`src/rtl/acfs_map.svh`:
```
// Offsets, field positions, reset values and timing figures of the clock and filter control.
// Assumes a 200 MHz system clock that also serves as the internal start-up oscillator.
//
// Contract
// - Start on internal oscillator, then use main clock
// - Accept main clock only at minimum frequency
// - Failed check: no handover, flag clock error
// - Fault state outputs no data until reset
// - Clock select pin sampled once at reset
// - Select low: single-ended clock, other input grounded
// - Select high: crystal or differential across both
// - Differential option needs register mode, enable bit
// - Pin mode: reference buffers off by default
// - Per-channel positive and negative reference buffers
// - Filter per channel in register mode only
// - Two filter types, six decimation rates each
// - Low-latency filter corner at 0.204 ODR
// - Wideband flat to 0.4, stop at 0.499
// - Wideband group delay about 34 ODR periods
// - Sync rising edge restarts all filters
// - First and settled results at fixed delays
// - Two groups: common first data ready delay
// - Two groups: each group settles at own delay
`ifndef ACFS_MAP_SVH
`define ACFS_MAP_SVH

`define ACFS_ADDR_DIVDEC   8'h00
`define ACFS_ADDR_IFCFG    8'h04
`define ACFS_ADDR_FILT     8'h08
`define ACFS_ADDR_REFBUF   8'h0c
`define ACFS_ADDR_STATUS   8'h10

`define ACFS_DIV_LSB       0
`define ACFS_DECA_LSB      4
`define ACFS_DECB_LSB      8
`define ACFS_LVDS_BIT      3
`define ACFS_GRP_LSB       8
`define ACFS_NEG_LSB       8

`define ACFS_ST_CLKERR     0
`define ACFS_ST_RUN        1
`define ACFS_ST_CLKSEL     2
`define ACFS_ST_SETA       3
`define ACFS_ST_SETB       4

`define ACFS_RST_DIVDEC    11'h000
`define ACFS_RST_IFCFG     8'h00
`define ACFS_RST_FILT      16'h0000
`define ACFS_RST_REFBUF    16'h0000

`define ACFS_CLK_MHZ       200
`define ACFS_STARTUP_NS    2000
`define ACFS_CHECK_NS      5120
`define ACFS_MCLK_MIN_KHZ  1150

`endif

```
`src/rtl/acfs_pkg.sv`:
```
// Types shared by the clock and filter control.
// Assumes acfs_map.svh carries the register offsets, field positions and clock timing constants.
package acfs_pkg;

  typedef enum logic [1:0] {CS_STARTUP, CS_CHECK, CS_RUN, CS_FAULT} acfs_clk_st_e;

  typedef enum logic [1:0] {DIV_4, DIV_8, DIV_32} acfs_div_e;

  typedef logic [2:0] acfs_dec_t;

  typedef struct packed {
    logic      filt_wideband;
    acfs_dec_t dec;
    logic      grp_b;
    logic      refbuf_pos;
    logic      refbuf_neg;
  } acfs_chan_cfg_s;

  typedef struct packed {
    logic ext_clk_active;
    logic opt_both_inputs;
    logic input_b_grounded;
    logic lvds_enable;
  } acfs_clk_route_s;

endpackage : acfs_pkg

```
`src/rtl/acfs_top.sv`:
```
// Clock source handover, filter configuration and sync-to-data-ready timing.
// Assumes all inputs, the sampled main clock included, are synchronous to clk.
//
// The implementer's own choices: strobed register access and the register offsets.
`include "acfs_map.svh"

module acfs_top #(
  parameter int NCH = 8
) (
  input  wire logic                               clk,
  input  wire logic                               srst,
  input  wire logic                               clk_sel,
  input  wire logic                               pin_ctrl_mode,
  input  wire logic                               pin_filt_wideband,
  input  wire logic [2:0]                         pin_dec,
  input  wire logic                               mclk_in,
  input  wire logic                               sync_in,
  input  wire logic [7:0]                         reg_addr,
  input  wire logic [31:0]                        reg_wdata,
  input  wire logic                               reg_wr,
  input  wire logic                               reg_rd,
  output logic [31:0]                             reg_rdata,
  output acfs_pkg::acfs_clk_route_s               clk_route,
  output acfs_pkg::acfs_chan_cfg_s [NCH-1:0]      chan_cfg,
  output logic                                    filter_restart,
  output logic                                    data_ready_output,
  output logic                                    settled_a,
  output logic                                    settled_b,
  output logic                                    header_clk_err
);

  localparam int STARTUP_CYC = (`ACFS_STARTUP_NS * `ACFS_CLK_MHZ + 999) / 1000;
  localparam int CHECK_CYC   = (`ACFS_CHECK_NS * `ACFS_CLK_MHZ) / 1000;
  // Falling edges a clock at the minimum rate makes inside the window, rounded up
  localparam int MIN_FALLS   = (`ACFS_CHECK_NS * `ACFS_MCLK_MIN_KHZ + 999999) / 1000000;
  localparam int TW          = 22;

  acfs_pkg::acfs_clk_st_e clk_st_r;
  logic [12:0]            tmr_r;
  logic [12:0]            falls_r;
  logic                   clk_sel_r;
  logic                   sel_taken_r;
  logic                   clk_err_r;
  logic                   mclk_q_r;
  logic                   sync_q_r;
  logic                   mclk_rise;
  logic                   mclk_fall;
  logic                   sync_rise;
  logic                   running;

  logic [10:0]            divdec_r;
  logic [7:0]             ifcfg_r;
  logic [15:0]            filt_r;
  logic [15:0]            refbuf_r;

  acfs_pkg::acfs_div_e    div;
  acfs_pkg::acfs_dec_t    dec_a;
  acfs_pkg::acfs_dec_t    dec_b;
  acfs_pkg::acfs_dec_t    dec_min;
  logic                   spi_mode;
  logic                   two_grp;
  logic [1:0]             div_sh;
  logic [TW-1:0]          first_cyc;
  logic [TW-1:0]          settle_a_cyc;
  logic [TW-1:0]          settle_b_cyc;
  logic [15:0]            odr_cyc;

  logic                   armed_r;
  logic                   first_seen_r;
  logic [TW-1:0]          sync_cnt_r;
  logic [TW-1:0]          sync_cnt_nxt;
  logic [15:0]            odr_cnt_r;

  assign mclk_rise = mclk_in & ~mclk_q_r;
  assign mclk_fall = ~mclk_in & mclk_q_r;
  assign sync_rise = sync_in & ~sync_q_r;
  assign running   = (clk_st_r == acfs_pkg::CS_RUN);
  assign spi_mode  = ~pin_ctrl_mode;

  always_ff @(posedge clk)
  begin
    if (srst)
    begin
      mclk_q_r <= 1'b0;
      sync_q_r <= 1'b0;
    end
    else
    begin
      mclk_q_r <= mclk_in;
      sync_q_r <= sync_in;
    end
  end

  // Strap caught in the first cycle after reset release, then frozen
  always_ff @(posedge clk)
  begin
    if (srst)
    begin
      clk_sel_r   <= 1'b0;
      sel_taken_r <= 1'b0;
    end
    else if (!sel_taken_r)
    begin
      clk_sel_r   <= clk_sel;
      sel_taken_r <= 1'b1;
    end
  end

  // Clock handover: start-up on the internal clock, then measure the main clock
  always_ff @(posedge clk)
  begin
    if (srst)
    begin
      clk_st_r <= acfs_pkg::CS_STARTUP;
      tmr_r    <= 13'h0000;
      falls_r  <= 13'h0000;
    end
    else
    begin
      unique case (clk_st_r)
        acfs_pkg::CS_STARTUP:
        begin
          tmr_r   <= tmr_r + 13'h0001;
          falls_r <= 13'h0000;
          if (tmr_r == 13'(STARTUP_CYC - 1))
          begin
            clk_st_r <= acfs_pkg::CS_CHECK;
            tmr_r    <= 13'h0000;
          end
        end
        acfs_pkg::CS_CHECK:
        begin
          tmr_r <= tmr_r + 13'h0001;
          if (mclk_fall)
            falls_r <= falls_r + 13'h0001;
          // A fall in the window's last cycle still counts
          if (tmr_r == 13'(CHECK_CYC - 1))
          begin
            if ((falls_r + {12'h000, mclk_fall}) >= 13'(MIN_FALLS))
              clk_st_r <= acfs_pkg::CS_RUN;
            else
              clk_st_r <= acfs_pkg::CS_FAULT;
          end
        end
        acfs_pkg::CS_RUN:
          clk_st_r <= acfs_pkg::CS_RUN;
        // Only a reset leaves the fault state
        acfs_pkg::CS_FAULT:
          clk_st_r <= acfs_pkg::CS_FAULT;
      endcase
    end
  end

  always_ff @(posedge clk)
  begin
    if (srst)
      clk_err_r <= 1'b0;
    else if (clk_st_r == acfs_pkg::CS_FAULT)
      clk_err_r <= 1'b1;
  end

  // Held until srst; software has no way to clear it
  assign header_clk_err = clk_err_r;

  always_comb
  begin
    clk_route.ext_clk_active   = running;
    clk_route.opt_both_inputs  = clk_sel_r;
    clk_route.input_b_grounded = ~clk_sel_r;
    clk_route.lvds_enable      = clk_sel_r & spi_mode & ifcfg_r[`ACFS_LVDS_BIT];
  end

  // Register writes; settings still steer logic only in register mode
  always_ff @(posedge clk)
  begin
    if (srst)
    begin
      divdec_r <= `ACFS_RST_DIVDEC;
      ifcfg_r  <= `ACFS_RST_IFCFG;
      filt_r   <= `ACFS_RST_FILT;
      refbuf_r <= `ACFS_RST_REFBUF;
    end
    else if (reg_wr)
    begin
      unique case (reg_addr)
        `ACFS_ADDR_DIVDEC: divdec_r <= reg_wdata[10:0];
        `ACFS_ADDR_IFCFG:  ifcfg_r  <= reg_wdata[7:0];
        `ACFS_ADDR_FILT:   filt_r   <= reg_wdata[15:0];
        `ACFS_ADDR_REFBUF: refbuf_r <= reg_wdata[15:0];
        default:           ;
      endcase
    end
  end

  always_ff @(posedge clk)
  begin
    if (srst)
      reg_rdata <= 32'h0000_0000;
    else if (reg_rd)
    begin
      unique case (reg_addr)
        `ACFS_ADDR_DIVDEC: reg_rdata <= {21'h000000, divdec_r};
        `ACFS_ADDR_IFCFG:  reg_rdata <= {24'h000000, ifcfg_r};
        `ACFS_ADDR_FILT:   reg_rdata <= {16'h0000, filt_r};
        `ACFS_ADDR_REFBUF: reg_rdata <= {16'h0000, refbuf_r};
        `ACFS_ADDR_STATUS: reg_rdata <= {27'h0000000, settled_b, settled_a, clk_sel_r,
                                         running, clk_err_r};
        default:           reg_rdata <= 32'h0000_0000;
      endcase
    end
    // Data stand one cycle only, so a late sampler sees zero
    else
      reg_rdata <= 32'h0000_0000;
  end

  // Pin mode drives one filter and rate to every channel, single group
  always_comb
  begin
    if (spi_mode)
    begin
      div   = acfs_pkg::acfs_div_e'(divdec_r[`ACFS_DIV_LSB +: 2]);
      dec_a = divdec_r[`ACFS_DECA_LSB +: 3];
      dec_b = divdec_r[`ACFS_DECB_LSB +: 3];
    end
    else
    begin
      div   = acfs_pkg::DIV_4;
      dec_a = pin_dec;
      dec_b = pin_dec;
    end
  end

  genvar ch;
  generate
    for (ch = 0; ch < NCH; ch++)
    begin : g_chan
      logic grp_b;
      assign grp_b = spi_mode & filt_r[`ACFS_GRP_LSB + ch];
      always_comb
      begin
        // Type bit selects the filter response only; the delay tables depend on the rate alone
        chan_cfg[ch].filt_wideband = spi_mode ? filt_r[ch]
                                              : pin_filt_wideband;
        chan_cfg[ch].dec           = grp_b ? dec_b : dec_a;
        chan_cfg[ch].grp_b         = grp_b;
        chan_cfg[ch].refbuf_pos    = spi_mode & refbuf_r[ch];
        chan_cfg[ch].refbuf_neg    = spi_mode & refbuf_r[`ACFS_NEG_LSB + ch];
      end
    end
  endgenerate

  assign two_grp = spi_mode & (|filt_r[`ACFS_GRP_LSB +: NCH]);

  // First data ready, one group, divide-by-four
  function automatic logic [TW-1:0] first_one(input acfs_pkg::acfs_dec_t d);
    unique case (d)
      3'h0:    first_one = 22'd336;
      3'h1:    first_one = 22'd620;
      3'h2:    first_one = 22'd1187;
      3'h3:    first_one = 22'd2325;
      3'h4:    first_one = 22'd4601;
      default: first_one = 22'd9153;
    endcase
  endfunction : first_one

  // Settled data, one group, divide-by-four
  function automatic logic [TW-1:0] settle_one(input acfs_pkg::acfs_dec_t d);
    unique case (d)
      3'h0:    settle_one = 22'd8400;
      3'h1:    settle_one = 22'd16748;
      3'h2:    settle_one = 22'd33443;
      3'h3:    settle_one = 22'd66837;
      3'h4:    settle_one = 22'd133625;
      default: settle_one = 22'd267201;
    endcase
  endfunction : settle_one

  // Settled data per group when two groups are in use, divide-by-four
  function automatic logic [TW-1:0] settle_two(input acfs_pkg::acfs_dec_t d);
    unique case (d)
      3'h0:    settle_two = 22'd8822;
      3'h1:    settle_two = 22'd17014;
      3'h2:    settle_two = 22'd33526;
      3'h3:    settle_two = 22'd66934;
      3'h4:    settle_two = 22'd133622;
      default: settle_two = 22'd267253;
    endcase
  endfunction : settle_two

  // Slower dividers scale the divide-by-four figures; exact only at divide-by-four
  always_comb
  begin
    unique case (div)
      acfs_pkg::DIV_8:  div_sh = 2'h1;
      acfs_pkg::DIV_32: div_sh = 2'h3;
      default:          div_sh = 2'h0;
    endcase
    dec_min = (two_grp && (dec_b < dec_a)) ? dec_b : dec_a;
    if (two_grp)
    begin
      first_cyc    = 22'd758 << div_sh;
      settle_a_cyc = settle_two(dec_a) << div_sh;
      settle_b_cyc = settle_two(dec_b) << div_sh;
    end
    else
    begin
      first_cyc    = first_one(dec_a) << div_sh;
      settle_a_cyc = settle_one(dec_a) << div_sh;
      // One group: the group B flag tracks group A
      settle_b_cyc = settle_one(dec_a) << div_sh;
    end
    // Output period in main-clock cycles: divider times decimation
    // Shift needs four bits: divider and rate steps together reach eight
    odr_cyc = 16'(16'h0080 << (4'(div_sh) + 4'(dec_min)));
  end

  assign sync_cnt_nxt = sync_cnt_r + 22'h000001;

  // Sync restarts every filter; delays count main-clock rises after the edge
  // A new sync outranks a settle reached in the same cycle
  always_ff @(posedge clk)
  begin
    if (srst)
    begin
      armed_r      <= 1'b0;
      first_seen_r <= 1'b0;
      sync_cnt_r   <= 22'h000000;
      odr_cnt_r    <= 16'h0000;
      settled_a    <= 1'b0;
      settled_b    <= 1'b0;
    end
    else if (sync_rise && running)
    begin
      armed_r      <= 1'b1;
      first_seen_r <= 1'b0;
      sync_cnt_r   <= 22'h000000;
      odr_cnt_r    <= 16'h0000;
      settled_a    <= 1'b0;
      settled_b    <= 1'b0;
    end
    else if (armed_r && mclk_rise)
    begin
      if (!(settled_a && settled_b))
        sync_cnt_r <= sync_cnt_nxt;
      if (sync_cnt_nxt == first_cyc)
        first_seen_r <= 1'b1;
      if (sync_cnt_nxt == settle_a_cyc)
        settled_a <= 1'b1;
      if (sync_cnt_nxt == (two_grp ? settle_b_cyc : settle_a_cyc))
        settled_b <= 1'b1;
      if (first_seen_r)
        odr_cnt_r <= (odr_cnt_r == odr_cyc - 16'h0001) ? 16'h0000 : odr_cnt_r + 16'h0001;
    end
  end

  // Restart pulse and data ready only once the main clock owns timing
  always_ff @(posedge clk)
  begin
    if (srst)
    begin
      filter_restart    <= 1'b0;
      data_ready_output <= 1'b0;
    end
    else
    begin
      filter_restart    <= sync_rise & running;
      // No pulse in the restart cycle: it would belong to the old run
      data_ready_output <= running & armed_r & mclk_rise & ~sync_rise &
                           ((!first_seen_r && sync_cnt_nxt == first_cyc) ||
                            (first_seen_r && odr_cnt_r == odr_cyc - 16'h0001));
    end
  end

endmodule : acfs_top

```
`config.mk`:
```
export PLATFORM = sky130hd
export DESIGN_NAME = acfs_top
export DESIGN_NICKNAME = d
export VERILOG_FILES = /design/src/rtl/acfs_pkg.sv /design/src/rtl/acfs_top.sv
export VERILOG_INCLUDE_DIRS = /design/src /design/src/rtl
export SDC_FILE = /design/constraint.sdc
export NUM_CORES = 1
export LEC_CHECK = 0
export ABC_AREA = 1
export BUFFER_PORTS_ARGS = -buffer_cell sky130_fd_sc_hd__buf_2
export CORE_UTILIZATION = 45
export CTS_CLUSTER_DIAMETER = 120
export CTS_CLUSTER_SIZE = 40
export DETAILED_ROUTE_END_ITERATION = 10
export GPL_TIMING_DRIVEN = 1
export PLACE_DENSITY = 0.76
export SKIP_LAST_GASP = 1
export SLEW_MARGIN = 20
export SYNTH_ARGS = -nofsm -noshare
export SYNTH_HDL_FRONTEND = slang
export SYNTH_SLANG_ARGS = --single-unit
```
`constraint.sdc`:
```
create_clock -name clk -period 7.55 [get_ports clk]
set_input_delay 2.265 -clock clk [delete_from_list [all_inputs] [get_ports clk]]
set_output_delay 2.265 -clock clk [all_outputs]
set_load 0.005 [all_outputs]
```
==> results by group <==
Pwr
  • Pwr per Cell Area: 174 mW/mm^2
  • PnR Total Power: 2.03 mW
  • Peak supply drop: 0.150 mV
  • Leak: approximately 5.5 nW

Hold path
  • Hold path depth: 1
  • Sink of the worst hold path: clk_sel_r
  • Hold wc startpoint: sel_taken_r
  • Worst Hold Class: flop to flop

Cells and area
  • Nets: 1848
  • Fin area: about 0.012 mm^2
  • # diodes: 0
  • Sequential cell area: 0.00288 mm^2
  • Core Util, Final: 0.516
  • Area of the multi-input gates: around 0.0063 mm^2
  • Filler cells: 2226
  • Synth-to-Final Area Change: 12.4%
  • Layout cell share with drive strength beyond 1: 0.124

Placed design
  • Area post-placement: 0.0111 mm^2
  • Port bufs: 116
  • Hpwl dp: 22.2 mm
  • Final GP Congestion: between 0.9 and 1

Die
  • Starting density of the core: 0.460
  • Die ar.: 0.0237 mm^2
  • IO Pins: 149
  • Placeable Area: 0.0226 mm^2
  • Die Wd: 154 um
  • Cell row count: between 50 and 60
  • Die Y-Extent: 154 um

Yosys
  • Async set-reset flop share out of synthesis: 0
  • Top FF cell, synth: dfxtp_1
  • Area share of the leading cell type in the synthesized netlist: 0.277
  • Synth cell types: 57
  • Yosys reg bits: between 100 and 150
  • Sequential share of the synthesized area: 0.277
  • Post-Syn Area: 0.0104 mm^2
  • Cells after Synth: between 1500 and 2000
  • Leading area contributor after synthesis: dfxtp_1
  • Ys Warns: 0
  • Post-synth EDFFs: 0
  • Top cells by area, synth: dfxtp_1 28%, nand2_1 16%, inv_1 7.7%, nor2_1 7.6%, nand3_1 7.2%
  • Mean Syn Cell Area: 6.13 um^2

Clock network
  • CTS tree: built
  • Post-CTS setup buffer count: 0
  • Hold_buf cts: 0
  • Clock slew at reported path FFs: 70 ps
  • Root Buffer Master: clkbuf_16
  • TritonCTS Buffers: 17
  • CTS resizes: 0
  • Clock Sinks: 144
  • Worst skew pair latency: 430 ps
  • # H-tree levels: 4
  • Clock Path Buffers: 2

STA
  • Setup-failing EPs final: 0
  • Relative slew margins: 0.296
  • Hold Vio Cnt, Final: 0
  • Worst slew pin tran: 1050 ps
  • Hold WS: 451 ps
  • Tcrit/Tclk final: 0.873
  • Min cycle time layout: 6590 ps
  • Max-slew violation count: 0
  • RSZ-0062 raised after global routing: false
  • Worst Clk Skew: 19.4 ps
  • Fmax: 152 MHz
  • Setup TNS: 0 ps

GRT
  • Global-route wire length before repair: 49.0 mm
  • Gr usage total: 0.254
  • Initial antenna violation count: 0
  • Grt ovf: 0
  • Largest net degree at the start of global routing: 52
  • Number of global-route vias before repair: approximately 10000

Detailed routing
  • WL met3: roughly 2.1 mm
  • Wl on met1: 13.3 mm
  • Post-DRT Antenna Nets: 0
  • Routed length per instance: 14.5 um
  • Highest routed metal layer: met4
  • # DRC: 0
  • Vias/cell: 5.34
  • Detailed-router iteration count before antenna repair: 7
  • Metal2 WL: 13.7 mm
  • Initial DRC Count: 963
  • Final WL: 30.1 mm
  • Vias: approximately 11000

Critical path
  • RR Startpoint: divdec_r[6]
  • WP data required: 7860 ps
  • Kind of critical path: input pin to flop
  • Crit end category: flop
  • Worst path slowest cell: fa_1
  • CP Max Fanout: 15
  • Worst EP arrival: 6900 ps
  • Worst R2R End: odr_cnt_r[10]
  • CP delay by family, top: simple AND/OR/NAND/NOR gates
  • CP bufs+invs: 6
  • CP Launch Type: input pin
  • Crit path largest cell delay: 650 ps
  • Slack of the worst reg-to-reg path: 2770 ps
  • Worst R2R Path Depth: 25

Run
  • Max-Cap Viols: 0

Status
  • Status: finished clean
cells by family after synthesis:
family / count (synthesis) / synth area share
and+or+nand+nor: 916 / 0.389
adders and majority gates: 16 / 0.0200
AOI/OAI and AO/OA: 260 / 0.143
xor gates and xnor gates: 54 / 0.0455
DFF: 144 / 0.277
buffers and inverters: 306 / 0.125
other: 1 / 0.000360
report_power, final:
part	total, mW	internal, mW	switching [mW]
logic	0.310	0.101	0.209
clock network	0.920	0.547	0.373
registers	0.802	0.780	0.0217
total	2.03	1.43	0.604
area by class of cell:
class | count | share of cell area
clock buffers | 20 | 0.0391
clock inverters | 12 | 0.0143
inverters | 224 | 0.0724
multi-input cells | 1262 | 0.538
flip-flops and latches | 144 | 0.247
well taps | 285 | 0.0305
repair buffers | 131 | 0.0593
per-stage QoR:
| step | worst slack, ps | instances |
|---|---|---|
| 3_3_place_gp | 602 | 2046 |
| 5_1_grt | 370 | 2078 |
| 6_report | 958 | 2078 |
| 4_1_cts | 974 | 2078 |
| 3_5_place_dp | 551 | 2046 |
| 2_1_floorplan | 1010 | 1712 |
synthesized netlist by cell type, types with 10 or more instances:
| library cell | number |
|---|---|
| dfxtp_1 | 144 |
| inv_1 | 213 |
| nor2_1 | 212 |
| a211oi_1 | 36 |
| xnor2_1 | 10 |
| nand3_1 | 150 |
| nand2_1 | 442 |
| nand4_1 | 24 |
| a21oi_1 | 79 |
| ha_1 | 15 |
| clkbuf_1 | 38 |
| o21ai_0 | 98 |
| nand2_2 | 13 |
| o22ai_1 | 11 |
| nor3_1 | 23 |
| xor2_1 | 44 |
| buf_4 | 29 |
| o21ai_1 | 11 |
cells in the final DEF, fill, tap and decap left out, types with 6 or more instances in the layout:
| cell | count |
|---|---|
| nand2_1 | 442 |
| buf_2 | 116 |
| inv_1 | 213 |
| conb_1 | 16 |
| nor3_1 | 23 |
| xor2_1 | 44 |
| nand4_1 | 24 |
| dfxtp_1 | 144 |
| a21oi_1 | 78 |
| clkbuf_16 | 17 |
| nor2_1 | 209 |
| o21ai_0 | 98 |
| o21ai_1 | 11 |
| o22ai_1 | 11 |
| nor4_1 | 6 |
| buf_4 | 15 |
| xnor2_1 | 10 |
| nand2_2 | 13 |
| a221oi_1 | 8 |
| a211oi_1 | 36 |
| inv_2 | 6 |
| nor2_2 | 10 |
| nand3_1 | 150 |
| ha_1 | 15 |
| inv_6 | 7 |
registers in the layout (all words and copies together), names as in the netlist:
register and cells:
armed_r 1, clk_sel_r 1, clk_st_r 2, data_ready_output 1, divdec_r 11, falls_r 13
filt_r 16, filter_restart 1, first_seen_r 1, header_clk_err 1, ifcfg_r 8, mclk_q_r 1
odr_cnt_r 16, refbuf_r 16, reg_rdata 16, sel_taken_r 1, settled_a 1, settled_b 1
sync_cnt_r 22, sync_q_r 1, tmr_r 13
metal layers:
| layer | vias to the layer above | GRT usage |
|---|---|---|
| met1 | 4970 | 0.330 |
| met5 | - | 0 |
| met3 | 78 | 0.0397 |
| met4 | 0 | 0.105 |
| li1 | 5613 | - |
| met2 | 431 | 0.416 |
worst max-delay path by stage:
stage	start	end	slack, ps	cells past startpoint
detailed placement	pin_ctrl_mode	odr_cnt_r[8]	550	27
global placement	pin_ctrl_mode	odr_cnt_r[15]	600	28
CTS	pin_ctrl_mode	odr_cnt_r[10]	970	27
floorplan	pin_ctrl_mode	odr_cnt_r[10]	1010	25
global route	pin_ctrl_mode	odr_cnt_r[10]	370	27
finish	pin_ctrl_mode	odr_cnt_r[10]	960	27
(Power assumes the default switching activity.)
